[src/card_pkg.sv]
// card_pkg: register map, field layout and reset values of the
// channel address and rank decoder.
// assumes a dword-aligned configuration port split by function number.
package card_pkg;

  // configuration functions
  localparam logic [2:0] FN_SEG  = 3'h1;  // descriptors and segment rules
  localparam logic [2:0] FN_RANK = 3'h2;  // rank limits and ways

  // register counts per channel
  localparam int NUM_DESC  = 3;
  localparam int NUM_SEG   = 8;
  localparam int NUM_LIMIT = 8;
  localparam int NUM_WAY   = 32;

  // byte offsets of entry 0, one dword per entry
  localparam logic [7:0] DESC_OFF0  = 8'h48;
  localparam logic [7:0] SEG_OFF0   = 8'h80;
  localparam logic [7:0] LIMIT_OFF0 = 8'h40;
  localparam logic [7:0] WAY_OFF0   = 8'h80;

  // dimm descriptor fields
  localparam int DESC_W         = 13;
  localparam int DESC_FIRST_LSB = 10;  // first logical rank, 3 bits
  localparam int DESC_PRES_BIT  = 9;
  localparam int DESC_BANK_LSB  = 7;   // 2 bits
  localparam int DESC_RANK_LSB  = 5;   // 2 bits
  localparam int DESC_ROW_LSB   = 2;   // 3 bits
  localparam int DESC_COL_LSB   = 0;   // 2 bits
  localparam logic [DESC_W-1:0] DESC_RST = 13'h0000;

  // segment rule fields
  localparam int SEG_W        = 28;
  localparam int SEG_DIV3_BIT = 27;
  localparam int SEG_RM_LSB   = 24;    // 3 bits
  localparam int SEG_OFF_W    = 24;
  localparam int SEG_RSVD_W   = 10;    // offset bits 9:0 reserved
  localparam logic [SEG_W-1:0] SEG_RST = 28'h000_0000;

  // rank limit and way fields
  localparam int LIMIT_W = 10;
  localparam logic [LIMIT_W-1:0] LIMIT_RST = 10'h000;
  localparam int LIMIT_CMP_LSB = 28;   // compared against ma[37:28]
  localparam int WAY_W       = 14;
  localparam int WAY_OFF_LSB = 4;      // 10-bit signed offset
  localparam int WAY_SLOT_LSB = 2;     // 2 bits
  localparam int WAY_RANK_LSB = 0;     // 2 bits
  localparam logic [WAY_W-1:0] WAY_RST = 14'h0000;

  // way select bits of the memory address per page policy
  localparam int CLOSED_SEL_LSB = 6;
  localparam int OPEN_SEL_LSB   = 12;

  // geometry base exponents
  localparam logic [4:0] BANK_BITS_BASE = 5'h02;
  localparam logic [4:0] ROW_BITS_BASE  = 5'h0c;
  localparam logic [3:0] COL_BITS_BASE  = 4'ha;

endpackage

[src/card_addr_decoder.sv]
// card_addr_decoder: per-channel segment translation and rank decode
// with its descriptor, segment, limit and way registers.
// assumes one clock; config port and requests come from same-clock logic.
`timescale 1ns/1ps

// Contract
// descriptor holds first logical rank of dimm
// presence bit 9 marks slot populated
// bits 8:7 give 4, 8, 16 banks
// bits 6:5 give 1, 2, 4 ranks
// bits 4:2 give 2^12 to 2^16 rows
// bits 1:0 give 2^10 to 2^12 columns
// eight independent segment rules per channel
// subtract rule offset from address bits 39:16
// bits 15:6 pass, memory address from result
// removed field squeezes out bits 8, 7, 6
// divide-by-three flag makes 3- or 6-way rules
// software writes zeros to offset bits 9:0
// ten-bit limit compared with address 37:28
// range starts one above previous limit
// each range owns a fixed way group
// way offset bits 13:4 are signed
// page policy picks way by bits 7:6/13:12
// way rank field: slot high, rank low
// lowest range with limit not below wins
// fields reset to zero, reserved reads zero
module card_addr_decoder #(
  parameter int NUM_CHAN = 2,
  parameter int CHAN_W   = 1
) (
  // clock, reset, enable
  input  wire logic              CLK_IN,
  input  wire logic              RST_IN,
  input  wire logic              CE_IN,
  // configuration port
  input  wire logic [CHAN_W-1:0] CFG_CHAN_IN,
  input  wire logic [2:0]        CFG_FUNC_IN,
  input  wire logic [7:0]        CFG_ADDR_IN,
  input  wire logic              CFG_WR_IN,
  input  wire logic              CFG_RD_IN,
  input  wire logic [31:0]       CFG_WDATA_IN,
  output logic      [31:0]       CFG_RDATA_OUT,
  output logic                   CFG_RVALID_OUT,
  // page policy
  input  wire logic              CLOSED_PAGE_POLICY_IN,
  // translation request
  input  wire logic              REQ_VALID_IN,
  input  wire logic [CHAN_W-1:0] REQ_CHAN_IN,
  input  wire logic [2:0]        REQ_RULE_IN,
  input  wire logic [39:6]       REQ_ADDR_IN,
  // translation response
  output logic                   RSP_VALID_OUT,
  output logic                   RSP_HIT_OUT,
  output logic      [36:6]       RSP_MADDR_OUT,
  output logic      [2:0]        RSP_RANGE_OUT,
  output logic      [4:0]        RSP_WAY_OUT,
  output logic      [1:0]        RSP_SLOT_OUT,
  output logic      [1:0]        RSP_MODULE_RANK_OUT,
  output logic      [2:0]        RSP_LOGICAL_RANK_OUT,
  output logic      [9:0]        RSP_RANK_OFFSET_OUT,
  output logic                   RSP_PRESENT_OUT,
  output logic      [4:0]        RSP_BANK_BITS_OUT,
  output logic      [1:0]        RSP_RANK_BITS_OUT,
  output logic      [4:0]        RSP_ROW_BITS_OUT,
  output logic      [3:0]        RSP_COL_BITS_OUT
);

  logic [card_pkg::DESC_W-1:0]  desc_q  [NUM_CHAN][card_pkg::NUM_DESC];
  logic [card_pkg::SEG_W-1:0]   seg_q   [NUM_CHAN][card_pkg::NUM_SEG];
  logic [card_pkg::LIMIT_W-1:0] limit_q [NUM_CHAN][card_pkg::NUM_LIMIT];
  logic [card_pkg::WAY_W-1:0]   way_q   [NUM_CHAN][card_pkg::NUM_WAY];
  logic [31:0]       rdata_d;
  logic              desc_hit;
  logic              seg_hit;
  logic              limit_hit;
  logic              way_hit;
  logic [4:0]        cfg_idx;
  logic [card_pkg::SEG_W-1:0] rule;
  logic [37:6]       ma_d;
  logic              v1_q;
  logic [CHAN_W-1:0] chan1_q;
  logic              pol1_q;
  logic [37:6]       ma1_q;
  logic              hit_d;
  logic [2:0]        range_d;
  logic [4:0]        way_d;
  logic [card_pkg::WAY_W-1:0]  way_sel;
  logic [card_pkg::DESC_W-1:0] desc_sel;
  logic [1:0]        slot_d;

  // address falls in a dword window of n entries
  function automatic logic in_win(input logic [7:0] a,
                                  input logic [7:0] base,
                                  input int         n);
    return (int'(a) >= int'(base)) && (int'(a) < int'(base) + 4 * n)
           && (a[1:0] == 2'h0);
  endfunction

  // entry index inside a window
  function automatic logic [4:0] win_idx(input logic [7:0] a,
                                         input logic [7:0] base);
    logic [7:0] d;
    d = a - base;
    return d[6:2];
  endfunction

  // config decode
  always_comb begin
    desc_hit  = (CFG_FUNC_IN == card_pkg::FN_SEG) &&
                in_win(CFG_ADDR_IN, card_pkg::DESC_OFF0, card_pkg::NUM_DESC);
    seg_hit   = (CFG_FUNC_IN == card_pkg::FN_SEG) &&
                in_win(CFG_ADDR_IN, card_pkg::SEG_OFF0, card_pkg::NUM_SEG);
    limit_hit = (CFG_FUNC_IN == card_pkg::FN_RANK) &&
                in_win(CFG_ADDR_IN, card_pkg::LIMIT_OFF0, card_pkg::NUM_LIMIT);
    way_hit   = (CFG_FUNC_IN == card_pkg::FN_RANK) &&
                in_win(CFG_ADDR_IN, card_pkg::WAY_OFF0, card_pkg::NUM_WAY);
    cfg_idx = 5'h00;
    if (desc_hit) begin
      cfg_idx = win_idx(CFG_ADDR_IN, card_pkg::DESC_OFF0);
    end else if (seg_hit) begin
      cfg_idx = win_idx(CFG_ADDR_IN, card_pkg::SEG_OFF0);
    end else if (limit_hit) begin
      cfg_idx = win_idx(CFG_ADDR_IN, card_pkg::LIMIT_OFF0);
    end else if (way_hit) begin
      cfg_idx = win_idx(CFG_ADDR_IN, card_pkg::WAY_OFF0);
    end
  end

  // dimm descriptors, reserved bits 31:13 dropped
  always_ff @(posedge CLK_IN or posedge RST_IN) begin
    if (RST_IN) begin
      for (int c = 0; c < NUM_CHAN; c++) begin
        for (int i = 0; i < card_pkg::NUM_DESC; i++) begin
          desc_q[c][i] <= card_pkg::DESC_RST;
        end
      end
    end else if (CE_IN && CFG_WR_IN && desc_hit) begin
      desc_q[CFG_CHAN_IN][cfg_idx[1:0]] <=
        CFG_WDATA_IN[card_pkg::DESC_W-1:0];
    end
  end

  // segment rules, offset bits 9:0 held at zero
  always_ff @(posedge CLK_IN or posedge RST_IN) begin
    if (RST_IN) begin
      for (int c = 0; c < NUM_CHAN; c++) begin
        for (int i = 0; i < card_pkg::NUM_SEG; i++) begin
          seg_q[c][i] <= card_pkg::SEG_RST;
        end
      end
    end else if (CE_IN && CFG_WR_IN && seg_hit) begin
      seg_q[CFG_CHAN_IN][cfg_idx[2:0]] <=
        {CFG_WDATA_IN[card_pkg::SEG_W-1:card_pkg::SEG_RSVD_W],
         10'h000};
    end
  end

  // rank limits
  always_ff @(posedge CLK_IN or posedge RST_IN) begin
    if (RST_IN) begin
      for (int c = 0; c < NUM_CHAN; c++) begin
        for (int i = 0; i < card_pkg::NUM_LIMIT; i++) begin
          limit_q[c][i] <= card_pkg::LIMIT_RST;
        end
      end
    end else if (CE_IN && CFG_WR_IN && limit_hit) begin
      limit_q[CFG_CHAN_IN][cfg_idx[2:0]] <=
        CFG_WDATA_IN[card_pkg::LIMIT_W-1:0];
    end
  end

  // rank interleave ways
  always_ff @(posedge CLK_IN or posedge RST_IN) begin
    if (RST_IN) begin
      for (int c = 0; c < NUM_CHAN; c++) begin
        for (int i = 0; i < card_pkg::NUM_WAY; i++) begin
          way_q[c][i] <= card_pkg::WAY_RST;
        end
      end
    end else if (CE_IN && CFG_WR_IN && way_hit) begin
      way_q[CFG_CHAN_IN][cfg_idx] <=
        CFG_WDATA_IN[card_pkg::WAY_W-1:0];
    end
  end

  // read mux, unmapped and reserved bits read zero
  always_comb begin
    rdata_d = 32'h0000_0000;
    if (desc_hit) begin
      rdata_d[card_pkg::DESC_W-1:0] = desc_q[CFG_CHAN_IN][cfg_idx[1:0]];
    end else if (seg_hit) begin
      rdata_d[card_pkg::SEG_W-1:0] = seg_q[CFG_CHAN_IN][cfg_idx[2:0]];
    end else if (limit_hit) begin
      rdata_d[card_pkg::LIMIT_W-1:0] = limit_q[CFG_CHAN_IN][cfg_idx[2:0]];
    end else if (way_hit) begin
      rdata_d[card_pkg::WAY_W-1:0] = way_q[CFG_CHAN_IN][cfg_idx];
    end
  end

  // read answer one cycle after the strobe
  always_ff @(posedge CLK_IN or posedge RST_IN) begin
    if (RST_IN) begin
      CFG_RDATA_OUT  <= 32'h0000_0000;
      CFG_RVALID_OUT <= 1'b0;
    end else if (CE_IN) begin
      CFG_RVALID_OUT <= CFG_RD_IN;
      if (CFG_RD_IN) begin
        CFG_RDATA_OUT <= rdata_d;
      end
    end
  end

  // stage 1: apply the chosen segment rule
  assign rule = seg_q[REQ_CHAN_IN][REQ_RULE_IN];

  card_seg_xlate u_xlate (
    .sys_addr_in       (REQ_ADDR_IN),
    .offset_in         (rule[card_pkg::SEG_OFF_W-1:0]),
    .removed_in        (rule[card_pkg::SEG_RM_LSB +: 3]),
    .three_way_flag_in (rule[card_pkg::SEG_DIV3_BIT]),
    .mem_addr_out      (ma_d)
  );

  always_ff @(posedge CLK_IN or posedge RST_IN) begin
    if (RST_IN) begin
      v1_q    <= 1'b0;
      chan1_q <= '0;
      pol1_q  <= 1'b0;
      ma1_q   <= '0;
    end else if (CE_IN) begin
      v1_q <= REQ_VALID_IN;
      if (REQ_VALID_IN) begin
        chan1_q <= REQ_CHAN_IN;
        pol1_q  <= CLOSED_PAGE_POLICY_IN;
        ma1_q   <= ma_d;
      end
    end
  end

  // stage 2: lowest matching range, then its way
  always_comb begin
    hit_d   = 1'b0;
    range_d = 3'h0;
    for (int i = card_pkg::NUM_LIMIT - 1; i >= 0; i--) begin
      if (limit_q[chan1_q][i] >= ma1_q[37:card_pkg::LIMIT_CMP_LSB]) begin
        hit_d   = 1'b1;
        range_d = 3'(i);
      end
    end
    way_d = {range_d, pol1_q ? ma1_q[card_pkg::CLOSED_SEL_LSB +: 2]
                             : ma1_q[card_pkg::OPEN_SEL_LSB +: 2]};
    way_sel = way_q[chan1_q][way_d];
    slot_d  = way_sel[card_pkg::WAY_SLOT_LSB +: 2];
    desc_sel = (slot_d < 2'(card_pkg::NUM_DESC)) ?
               desc_q[chan1_q][slot_d] : card_pkg::DESC_RST;
  end

  // response registers
  always_ff @(posedge CLK_IN or posedge RST_IN) begin
    if (RST_IN) begin
      RSP_VALID_OUT        <= 1'b0;
      RSP_HIT_OUT          <= 1'b0;
      RSP_MADDR_OUT        <= '0;
      RSP_RANGE_OUT        <= 3'h0;
      RSP_WAY_OUT          <= 5'h00;
      RSP_SLOT_OUT         <= 2'h0;
      RSP_MODULE_RANK_OUT  <= 2'h0;
      RSP_LOGICAL_RANK_OUT <= 3'h0;
      RSP_RANK_OFFSET_OUT  <= 10'h000;
      RSP_PRESENT_OUT      <= 1'b0;
      RSP_BANK_BITS_OUT    <= 5'h00;
      RSP_RANK_BITS_OUT    <= 2'h0;
      RSP_ROW_BITS_OUT     <= 5'h00;
      RSP_COL_BITS_OUT     <= 4'h0;
    end else if (CE_IN) begin
      RSP_VALID_OUT <= v1_q;
      if (v1_q) begin
        RSP_HIT_OUT   <= hit_d;
        RSP_MADDR_OUT <= ma1_q[36:6];
        RSP_RANGE_OUT <= range_d;
        RSP_WAY_OUT   <= way_d;
        RSP_SLOT_OUT  <= slot_d;
        RSP_MODULE_RANK_OUT <= way_sel[card_pkg::WAY_RANK_LSB +: 2];
        RSP_LOGICAL_RANK_OUT <= desc_sel[card_pkg::DESC_FIRST_LSB +: 3]
          + {1'b0, way_sel[card_pkg::WAY_RANK_LSB +: 2]};
        RSP_RANK_OFFSET_OUT <= way_sel[card_pkg::WAY_OFF_LSB +: 10];
        RSP_PRESENT_OUT <= desc_sel[card_pkg::DESC_PRES_BIT];
        RSP_BANK_BITS_OUT <= card_pkg::BANK_BITS_BASE
          + {3'h0, desc_sel[card_pkg::DESC_BANK_LSB +: 2]};
        RSP_RANK_BITS_OUT <= desc_sel[card_pkg::DESC_RANK_LSB +: 2];
        RSP_ROW_BITS_OUT <= card_pkg::ROW_BITS_BASE
          + {2'h0, desc_sel[card_pkg::DESC_ROW_LSB +: 3]};
        RSP_COL_BITS_OUT <= card_pkg::COL_BITS_BASE
          + {2'h0, desc_sel[card_pkg::DESC_COL_LSB +: 2]};
      end
    end
  end

  // checks on the two pipeline stages and the config port
  a_rsp_latency: assert property (
    @(posedge CLK_IN) disable iff (RST_IN)
    (REQ_VALID_IN && CE_IN) ##1 CE_IN |=> RSP_VALID_OUT)
    else $error("response did not follow request by two enabled cycles");

  a_read_answer: assert property (
    @(posedge CLK_IN) disable iff (RST_IN)
    CE_IN && CFG_RD_IN && seg_hit |=>
      CFG_RVALID_OUT && CFG_RDATA_OUT[31:28] == 4'h0
      && CFG_RDATA_OUT[9:0] == 10'h000)
    else $error("segment read shows reserved bits set");

  a_offset_sub: assert property (
    @(posedge CLK_IN) disable iff (RST_IN)
    CE_IN && REQ_VALID_IN && rule[27:24] == 4'h0 |=>
      ma1_q[15:6] == $past(REQ_ADDR_IN[15:6])
      && ma1_q[37:16] == 22'($past(REQ_ADDR_IN[37:16]) - $past(rule[21:0])))
    else $error("plain rule did not subtract the offset");

  a_remove_bit6: assert property (
    @(posedge CLK_IN) disable iff (RST_IN)
    CE_IN && REQ_VALID_IN && rule[27:24] == 4'h1 |=>
      ma1_q[14:6] == $past(REQ_ADDR_IN[15:7]))
    else $error("two-way rule did not squeeze out bit 6");

  // line after offset subtraction, before the divide
  logic [33:0] plain_line;
  assign plain_line = {REQ_ADDR_IN[39:16] - rule[23:0], REQ_ADDR_IN[15:6]};
  a_div3_quot: assert property (
    @(posedge CLK_IN) disable iff (RST_IN)
    CE_IN && REQ_VALID_IN && rule[27:24] == 4'h8
      && plain_line[33:32] != 2'b11 |=>
      36'(ma1_q) * 36'h3 <= 36'($past(plain_line))
      && 36'(ma1_q) * 36'h3 + 36'h3 > 36'($past(plain_line)))
    else $error("three-way rule did not divide by three");

  a_range_top: assert property (
    @(posedge CLK_IN) disable iff (RST_IN)
    v1_q && hit_d |->
      limit_q[chan1_q][range_d] >= ma1_q[37:28])
    else $error("chosen range lies below the address");

  a_range_lowest: assert property (
    @(posedge CLK_IN) disable iff (RST_IN)
    v1_q && hit_d && range_d != 3'h0 |->
      limit_q[chan1_q][range_d - 3'h1] < ma1_q[37:28])
    else $error("a lower range also covered the address");

  a_way_pick: assert property (
    @(posedge CLK_IN) disable iff (RST_IN)
    CE_IN && v1_q |=> RSP_WAY_OUT[1:0] ==
      ($past(pol1_q) ? $past(ma1_q[7:6]) : $past(ma1_q[13:12]))
      && RSP_WAY_OUT[4:2] == RSP_RANGE_OUT)
    else $error("way index does not follow page policy");

  c_closed_hit: cover property (@(posedge CLK_IN) disable iff (RST_IN)
    v1_q && hit_d && pol1_q);
  c_top_range: cover property (@(posedge CLK_IN) disable iff (RST_IN)
    v1_q && hit_d && range_d == 3'h7);
  c_no_hit: cover property (@(posedge CLK_IN) disable iff (RST_IN)
    v1_q && !hit_d);
  c_six_way: cover property (@(posedge CLK_IN) disable iff (RST_IN)
    REQ_VALID_IN && rule[27:24] == 4'h9);

endmodule

[src/card_seg_xlate.sv]
// card_seg_xlate: one segment rule applied to a system line address,
// giving the channel memory address.
// assumes the caller has picked the rule; purely combinational.
`timescale 1ns/1ps
module card_seg_xlate (
  // system line address and rule
  input  wire logic [39:6] sys_addr_in,
  input  wire logic [23:0] offset_in,
  input  wire logic [2:0]  removed_in,
  input  wire logic        three_way_flag_in,
  // channel memory address
  output logic      [37:6] mem_addr_out
);

  logic [23:0] upper;
  logic [33:0] line;
  logic [33:0] squeezed;

  // drop the flagged bits, highest first so lower positions hold
  function automatic logic [33:0] squeeze(input logic [33:0] x,
                                          input logic [2:0]  rm);
    logic [33:0] r;
    r = x;
    for (int k = 2; k >= 0; k--) begin
      if (rm[k]) begin
        r = ((r >> (k + 1)) << k) | (r & ((34'h1 << k) - 34'h1));
      end
    end
    return r;
  endfunction

  // offset subtraction on bits 39:16, 15:6 pass straight
  always_comb begin
    upper = sys_addr_in[39:16] - offset_in;
    line  = {upper, sys_addr_in[15:6]};
    squeezed = squeeze(line, removed_in);
    if (three_way_flag_in) begin
      squeezed = squeezed / 34'h3;
    end
    mem_addr_out = squeezed[31:0];
  end

endmodule

[config.mk]
export PLATFORM = sky130hd
export DESIGN_NAME = card_addr_decoder
export DESIGN_NICKNAME = d
export VERILOG_FILES = /design/src/card_pkg.sv /design/src/card_addr_decoder.sv /design/src/card_seg_xlate.sv
export SDC_FILE = /design/constraint.sdc
export NUM_CORES = 2
export LEC_CHECK = 0
export BUFFER_PORTS_ARGS = -buffer_cell sky130_fd_sc_hd__buf_2
export CAP_MARGIN = 20
export CORE_UTILIZATION = 65
export CTS_BUF_LIST = sky130_fd_sc_hd__clkbuf_4 sky130_fd_sc_hd__clkbuf_8
export DETAILED_ROUTE_END_ITERATION = 10
export PLACE_DENSITY = 0.82
export SLEW_MARGIN = 10
export SYNTH_ARGS = -nofsm -noshare
export SYNTH_HDL_FRONTEND = slang
export SYNTH_SLANG_ARGS = --single-unit
[constraint.sdc]
create_clock -name CLK_IN -period 136.9 [get_ports CLK_IN]
set_input_delay 0 -clock CLK_IN [delete_from_list [all_inputs] [get_ports CLK_IN]]
set_output_delay 0 -clock CLK_IN [all_outputs]
set_load 0.01 [all_outputs]
* After elaboration in Yosys (flattened, before gate mapping)
Cells that the tools add are included.
** Storage, ports and cells
- Register bits after elaboration :: 1721
- Input bits :: 89
- Output and inout bits :: 108
- Word-level logic and storage cells :: 294
** Operators by class
- Add/subtract/negate cells :: 8
- Div/mod/pow operators :: 1
- Magnitude comparators :: 28
- Equality and inequality tests :: 2
- Mux-type cells :: 98
- Bitwise operators :: 11
- Reduce and logical (&&, ||, !) cells :: 24
** Operator list (number)
- 448-bit 2-to-1 mux :: 7
- 224-bit 2-to-1 mux :: 7
- 896-bit bitwise mux :: 1
- 80-bit 2-to-1 mux :: 7
- 448-bit bitwise mux :: 1
- 448-bit demux with 1-bit select :: 1
- 39-bit 2-to-1 mux :: 7
- 224-bit demux with 1-bit select :: 1
- 28-bit binary-select mux with 3-bit select :: 2
- 160-bit bitwise mux :: 1
- 14-bit binary-select mux with 5-bit select :: 2
- 28-bit 2-to-1 mux :: 5
- 14-bit 2-to-1 mux :: 8
- 34-bit 2-to-1 mux :: 3
- 13-bit 2-to-1 mux :: 7
- 28-bit demux with 3-bit select :: 1
- 80-bit demux with 1-bit select :: 1
- 10-bit greater-or-equal comparator :: 8
- 78-bit bitwise mux :: 1
- 14-bit demux with 5-bit select :: 1
- 13-bit binary-select mux with 2-bit select :: 2
- 10-bit 2-to-1 mux :: 4
- 39-bit demux with 1-bit select :: 1
- 34-bit by 2-bit divider with 34-bit output, second input constant :: 1
- 41 further kinds :: 92

* Longest topological paths before layout
- Word-level depth :: 23
- Gate-level depth with buffers :: 55
- Depth with buffers taken out :: 41

* By module
A second synthesis with hierarchy kept.
** Second synthesis, totals
- Cells, all modules :: 7103
- Area, all modules :: 90595.6 µm²
** Modules (own cells, without submodules)
- card_addr_decoder :: times used 1, cells each 5952, area an instance 83239.8 µm², seq. area each 38912.3 µm²
- card_seg_xlate :: times used 1, cells each 1151, area an instance 7355.8 µm², seq. area each 0.0 µm²

* Worst setup path after synthesis
OpenSTA, ideal clock, no wires.
- Path type :: in2reg
- Start :: in REQ_CHAN_IN
- End :: reg ma1_q[6] (netlist name)
- Setup time :: 77 ps
- Arrival time :: 12025 ps
- Data required time :: 136823 ps
- Setup slack :: 124798 ps
- Stages on the path :: 51
- Buffers on the path :: 10
- Path through :: buf_6 -> buf_6 -> buf_1 -> buf_1 -> mux4_2 -> mux4_2 -> inv_1 -> ha_1 -> clkbuf_1 -> a21o_1 -> and4_1 -> nor3_1 -> a21oi_1 -> xor2_1 -> mux2_2 -> a21oi_1 -> nor2_1 -> a21o_1 -> (+15 left out) -> nor3_1 -> a21oi_1 -> o221ai_1 -> mux2_2 -> or4_4 -> a32oi_2 -> buf_4 -> and2_4 -> a31oi_1 -> o211a_1 -> and3_1 -> o31a_1 -> ha_1 -> a211oi_2 -> nand2_1 -> o221ai_1 -> o21ai_1 -> a21oi_1
** Between the ends
- Cells in the longest elaborated chain, start to end :: 15
** RTL lines
- start, declared :: RTL line card_addr_decoder.sv:48 : input wire logic [CHAN_W-1:0] REQ_CHAN_IN,
- 1-bit inverter with 2-bit output (implied by the code) (*) :: RTL line card_addr_decoder.sv:214 : assign rule = seg_q[REQ_CHAN_IN][REQ_RULE_IN];
- 224-bit 2-to-1 mux (implied by the code) (*) (3 in series) :: RTL line card_addr_decoder.sv:214
- 28-bit binary-select mux with 3-bit select (*) :: RTL line card_addr_decoder.sv:214
- 28-bit 2-to-1 mux (implied by the code) (*) (2 in series) :: RTL line card_addr_decoder.sv:214
- 24-bit subtractor
- 33-bit by 2-bit bitwise OR with 33-bit output :: RTL line card_seg_xlate.sv:26 : r = ((r >> (k + 1)) << k) | (r & ((34'h1 << k) - 34'h1));
- 34-bit 2-to-1 mux :: RTL line card_seg_xlate.sv:25 : if (rm[k]) begin
- 33-bit by 1-bit bitwise OR with 33-bit output :: RTL line card_seg_xlate.sv:26
- 34-bit 2-to-1 mux (2 in series) :: RTL line card_seg_xlate.sv:25
- 34-bit by 2-bit divider with 34-bit output :: RTL line card_seg_xlate.sv:38 : squeezed = squeezed / 34'h3;
- 32-bit 2-to-1 mux (*) :: RTL line card_seg_xlate.sv:37 : if (three_way_flag_in) begin
- end signal, assigned :: RTL line card_addr_decoder.sv:235 : ma1_q <= ma_d;
- end, declared :: RTL line card_addr_decoder.sv:83 : logic [37:6] ma1_q;
Mark *: on every way between the ends. The rest lies on a longest branch, timed or not. The select of a mux whose other input is x is not followed.
A chain may end at the register's enable or synchronous reset.

* Final worst setup path
Ends and elaborated chain as after synthesis.

==> results.md <==
- Pwr/cell area: 11.0 mW/mm2
- H-tree depth: 5
- Mapped Area: 0.0881 mm2
- CTS clock-pin slew for the worst setup and hold paths: 0.06 ns
- CP dominant cell by count: a21oi_1
- Count of state elements after synthesis: 1,555
- Routability Congestion: 0.916
- Crit Path Class: in2reg
- Hold WC Path Type: in2reg
- Max VDD drop: 0.0102 mV
- Synthesized area per cell: 12.8 um2
- Post_cts resized: 0
- Worst setup margin: 121.22 ns
- Cells after synthesis: 6,872
- Yosys warning total: 0
- Layout cell share with drive strength beyond 1: 0.426
- Die ar.: 0.137 mm2
- Dpl ws: 122.11 ns
- Setup TNS: 0 ns
- Max incr delay on CP: 0.81 ns
- CP Capture Type: register
- GRT Util Overall: 0.398
- Req. time, crit path: 137.79 ns
- Clock tree buffer depth: 4
- Tmin final: 15.68 ns
- First-pass detailed-route iteration total: 6
- Worst-path fanout max: 42
- Vias per std cell: 7.29
- Clock Latency Late Sink: 1.02 ns
- Seq/Total Area, Yosys: 0.442
- Pin count of the biggest net entering global routing: 180
- Status: finished, final reports clean
- RSZ-0062 raised after global routing: no
- Initial core utilization: 0.657
- Hold Fails Final Rpt: 0
- Vias in the first global route: 66,100
- Final slew viol count: 0
- Slew HR: 0.150
- Final setup viols: 0
- Die height: 370 um
- Top-Level Pins: 197
- Period utilization: 0.115
- Final Skew: 0.0833 ns
- Worst-Margin Slew: 1.25 ns
- Worst EP arrival: 16.57 ns
- Total wire length: 272,000 um
- Root Buffer: clkbuf_8
- Multi-input logic area: 0.0468 mm2
- Detail Placement HPWL: 167,000 um
- Filler cells: 8,447
- Global-route wire length before repair: 408,000 um
- Die X: 370 um
- Nets: 7,180
- Initial antenna violation count: 15
- Core area: 0.134 mm2
- Max_cap viols: 0
- Netlist cell types: 96
- # rows: 134
- Residual DRC: 0
- CTS tree: yes
- Layout overhead on the synthesized area: 10.3%
- Crit path launch type: primary input
- FF/Latch Area: 0.0389 mm2
- Routed len/inst: 30.4 um
- Via Count: 65,100
- EDFF count, synth: 0
- Slowest cell on the critical path: buf_4
- Ys flop type: dfrtp_1
- IO Port Bufs: 186
- DRT iter0 DRCs: 8,336
- Async S/R FF share, synth: 1.00
- LEAKAGE: 46.2 nW
- Antenna viol nets, final: 0
- Clock tree sinks: 1,555
- Total CTS buffers: 275
- Fmax: 63.8 MHz
- Global route overflow: 0
==> cells by family (layout without fill, tap and decap cells) <==
| kind of cell | after synthesis | count (layout) | share of synthesized area |
|---|---|---|---|
| other | 1 | 13 | 0.0000426 |
| and+or+nand+nor | 839 | 839 | 0.0436 |
| buffers and inverters | 657 | 945 | 0.0294 |
| DFF | 1555 | 1555 | 0.442 |
| AOI/OAI and AO/OA | 1138 | 1138 | 0.0849 |
| xor gates and xnor gates | 24 | 24 | 0.00247 |
| adders and majority gates | 100 | 100 | 0.0143 |
| muxes | 2558 | 2558 | 0.383 |
==> layout by cell type, fill, tap and decap left out, types with 35 or more instances in the layout <==
master and instances:
a211oi_1 97, a21oi_1 216, a221oi_1 45, a22oi_1 83
a31oi_1 35, buf_2 183, buf_4 153, clkbuf_4 90
clkbuf_8 341, dfrtp_1 1554, dlygate4sd3_1 100, ha_1 99
inv_1 38, mux2_2 1670, mux2i_1 400, mux4_2 484
nand2_1 291, nand3_1 55, nor2_1 224, nor2b_1 45
nor3_1 39, o211ai_1 52, o21ai_0 228, o22ai_1 159
==> worst paths after layout <==
check	slack [ns]	from	end	depth (start not counted)
max in group asynchronous	132.52	RST_IN	way_q[153]$_DFFE_PP0P_	8
hold / removal	0.03	CFG_RD_IN	CFG_RVALID_OUT$_DFFE_PP0P_	4
setup / recovery	121.22	REQ_CHAN_IN	ma1_q[6]$_DFFE_PP0P_	44
setup reg to reg	121.94	seg_q[381]$_DFFE_PP0P_	ma1_q[6]$_DFFE_PP0P_	41
min in group asynchronous	0.26	RST_IN	ma1_q[23]$_DFFE_PP0P_	4
hold reg to reg	0.48	RSP_COL_BITS_OUT[1]$_DFFE_PP0P_	RSP_COL_BITS_OUT[1]$_DFFE_PP0P_	1
==> metal layers <==
layer,up-vias,wire length [um],part of all wire,GRT usage
met5,-,185,0.00068,0.00315
met4,20,19100,0.070,0.252
met3,1089,31700,0.12,0.135
met2,4186,124000,0.45,0.599
met1,33400,97600,0.36,0.494
li1,26500,-,-,-
==> cell type report <==
class                      count  share of cell area
clock buffer                 429              0.0551
clock inverter                22             0.00263
sequential                  1555               0.401
antenna                        7            0.000180
tap                         1768              0.0228
multi-input combinational   4665               0.482
inverter                      39             0.00158
timing repair buffer         455              0.0348
==> through the flow <==
step	hold slack [ns]	utilization	instance area [um2]	power [mW]	instances
3_3_place_gp	0.211	0.674	90300	0.619	8367
3_5_place_dp	0.221	0.674	90400	0.622	8368
2_1_floorplan	0.130	-	88100	0.581	6877
4_1_cts	0.00111	0.724	97000	1.07	8919
5_1_grt	0.0481	0.725	97100	1.10	8937
6_report	0.0259	0.725	97100	1.07	8940
==> Yosys cell counts, drive strengths merged (29+ instances only) <==
| library cell | n | area, um2 |
|---|---|---|
| mux2 | 1672 | 18800 |
| dfrtp | 1555 | 38900 |
| mux4 | 484 | 10900 |
| clkbuf | 470 | 1770 |
| mux2i | 402 | 4020 |
| nand2 | 298 | 1120 |
| nor2 | 245 | 925 |
| o21ai | 243 | 1220 |
| a21oi | 219 | 1100 |
| o22ai | 159 | 995 |
| buf | 148 | 672 |
| a211oi | 101 | 773 |
| ha | 99 | 1240 |
| a22oi | 83 | 623 |
| nand3 | 56 | 280 |
| nor3 | 54 | 285 |
| o211ai | 54 | 415 |
| a221oi | 47 | 435 |
| nor2b | 46 | 288 |
| inv | 39 | 146 |
| a31oi | 35 | 219 |
| a21o | 33 | 248 |
| nand2b | 29 | 181 |
==> flip-flops by register name, indices dropped and copies added (netlist names), 2 cells and up <==
name,flops
CFG_RDATA_OUT,28
RSP_BANK_BITS_OUT,3
RSP_COL_BITS_OUT,4
RSP_LOGICAL_RANK_OUT,3
RSP_MADDR_OUT,31
RSP_MODULE_RANK_OUT,2
RSP_RANGE_OUT,3
RSP_RANK_BITS_OUT,2
RSP_RANK_OFFSET_OUT,10
RSP_ROW_BITS_OUT,4
RSP_SLOT_OUT,2
RSP_WAY_OUT,2
desc_q,78
limit_q,160
ma1_q,32
seg_q,288
way_q,896
==> what timing repair did <==
action | CTS | global route
endpoints found under the setup margin | 0 | 0
hold buffers | 100 | 0
endpoints found under the hold margin | 1784 | 0
buffers inserted | 0 | 0
==> critical path, delay by kind of cell <==
family                     cells  cell delay (ns)
and+or+nand+nor               14             5.08
AOI/OAI and AO/OA             16             5.03
muxes                          4             1.89
adders and majority gates      2             0.61
buffers and inverters          6             3.30
xor gates and xnor gates       2             0.58
==> report_power, final <==
group	internal [mW]	switching, mW
sequential	0.467	0.00645
combinational	0.0507	0.0963
clock	0.256	0.194
Note: power is estimated with default switching activity, not from simulation.
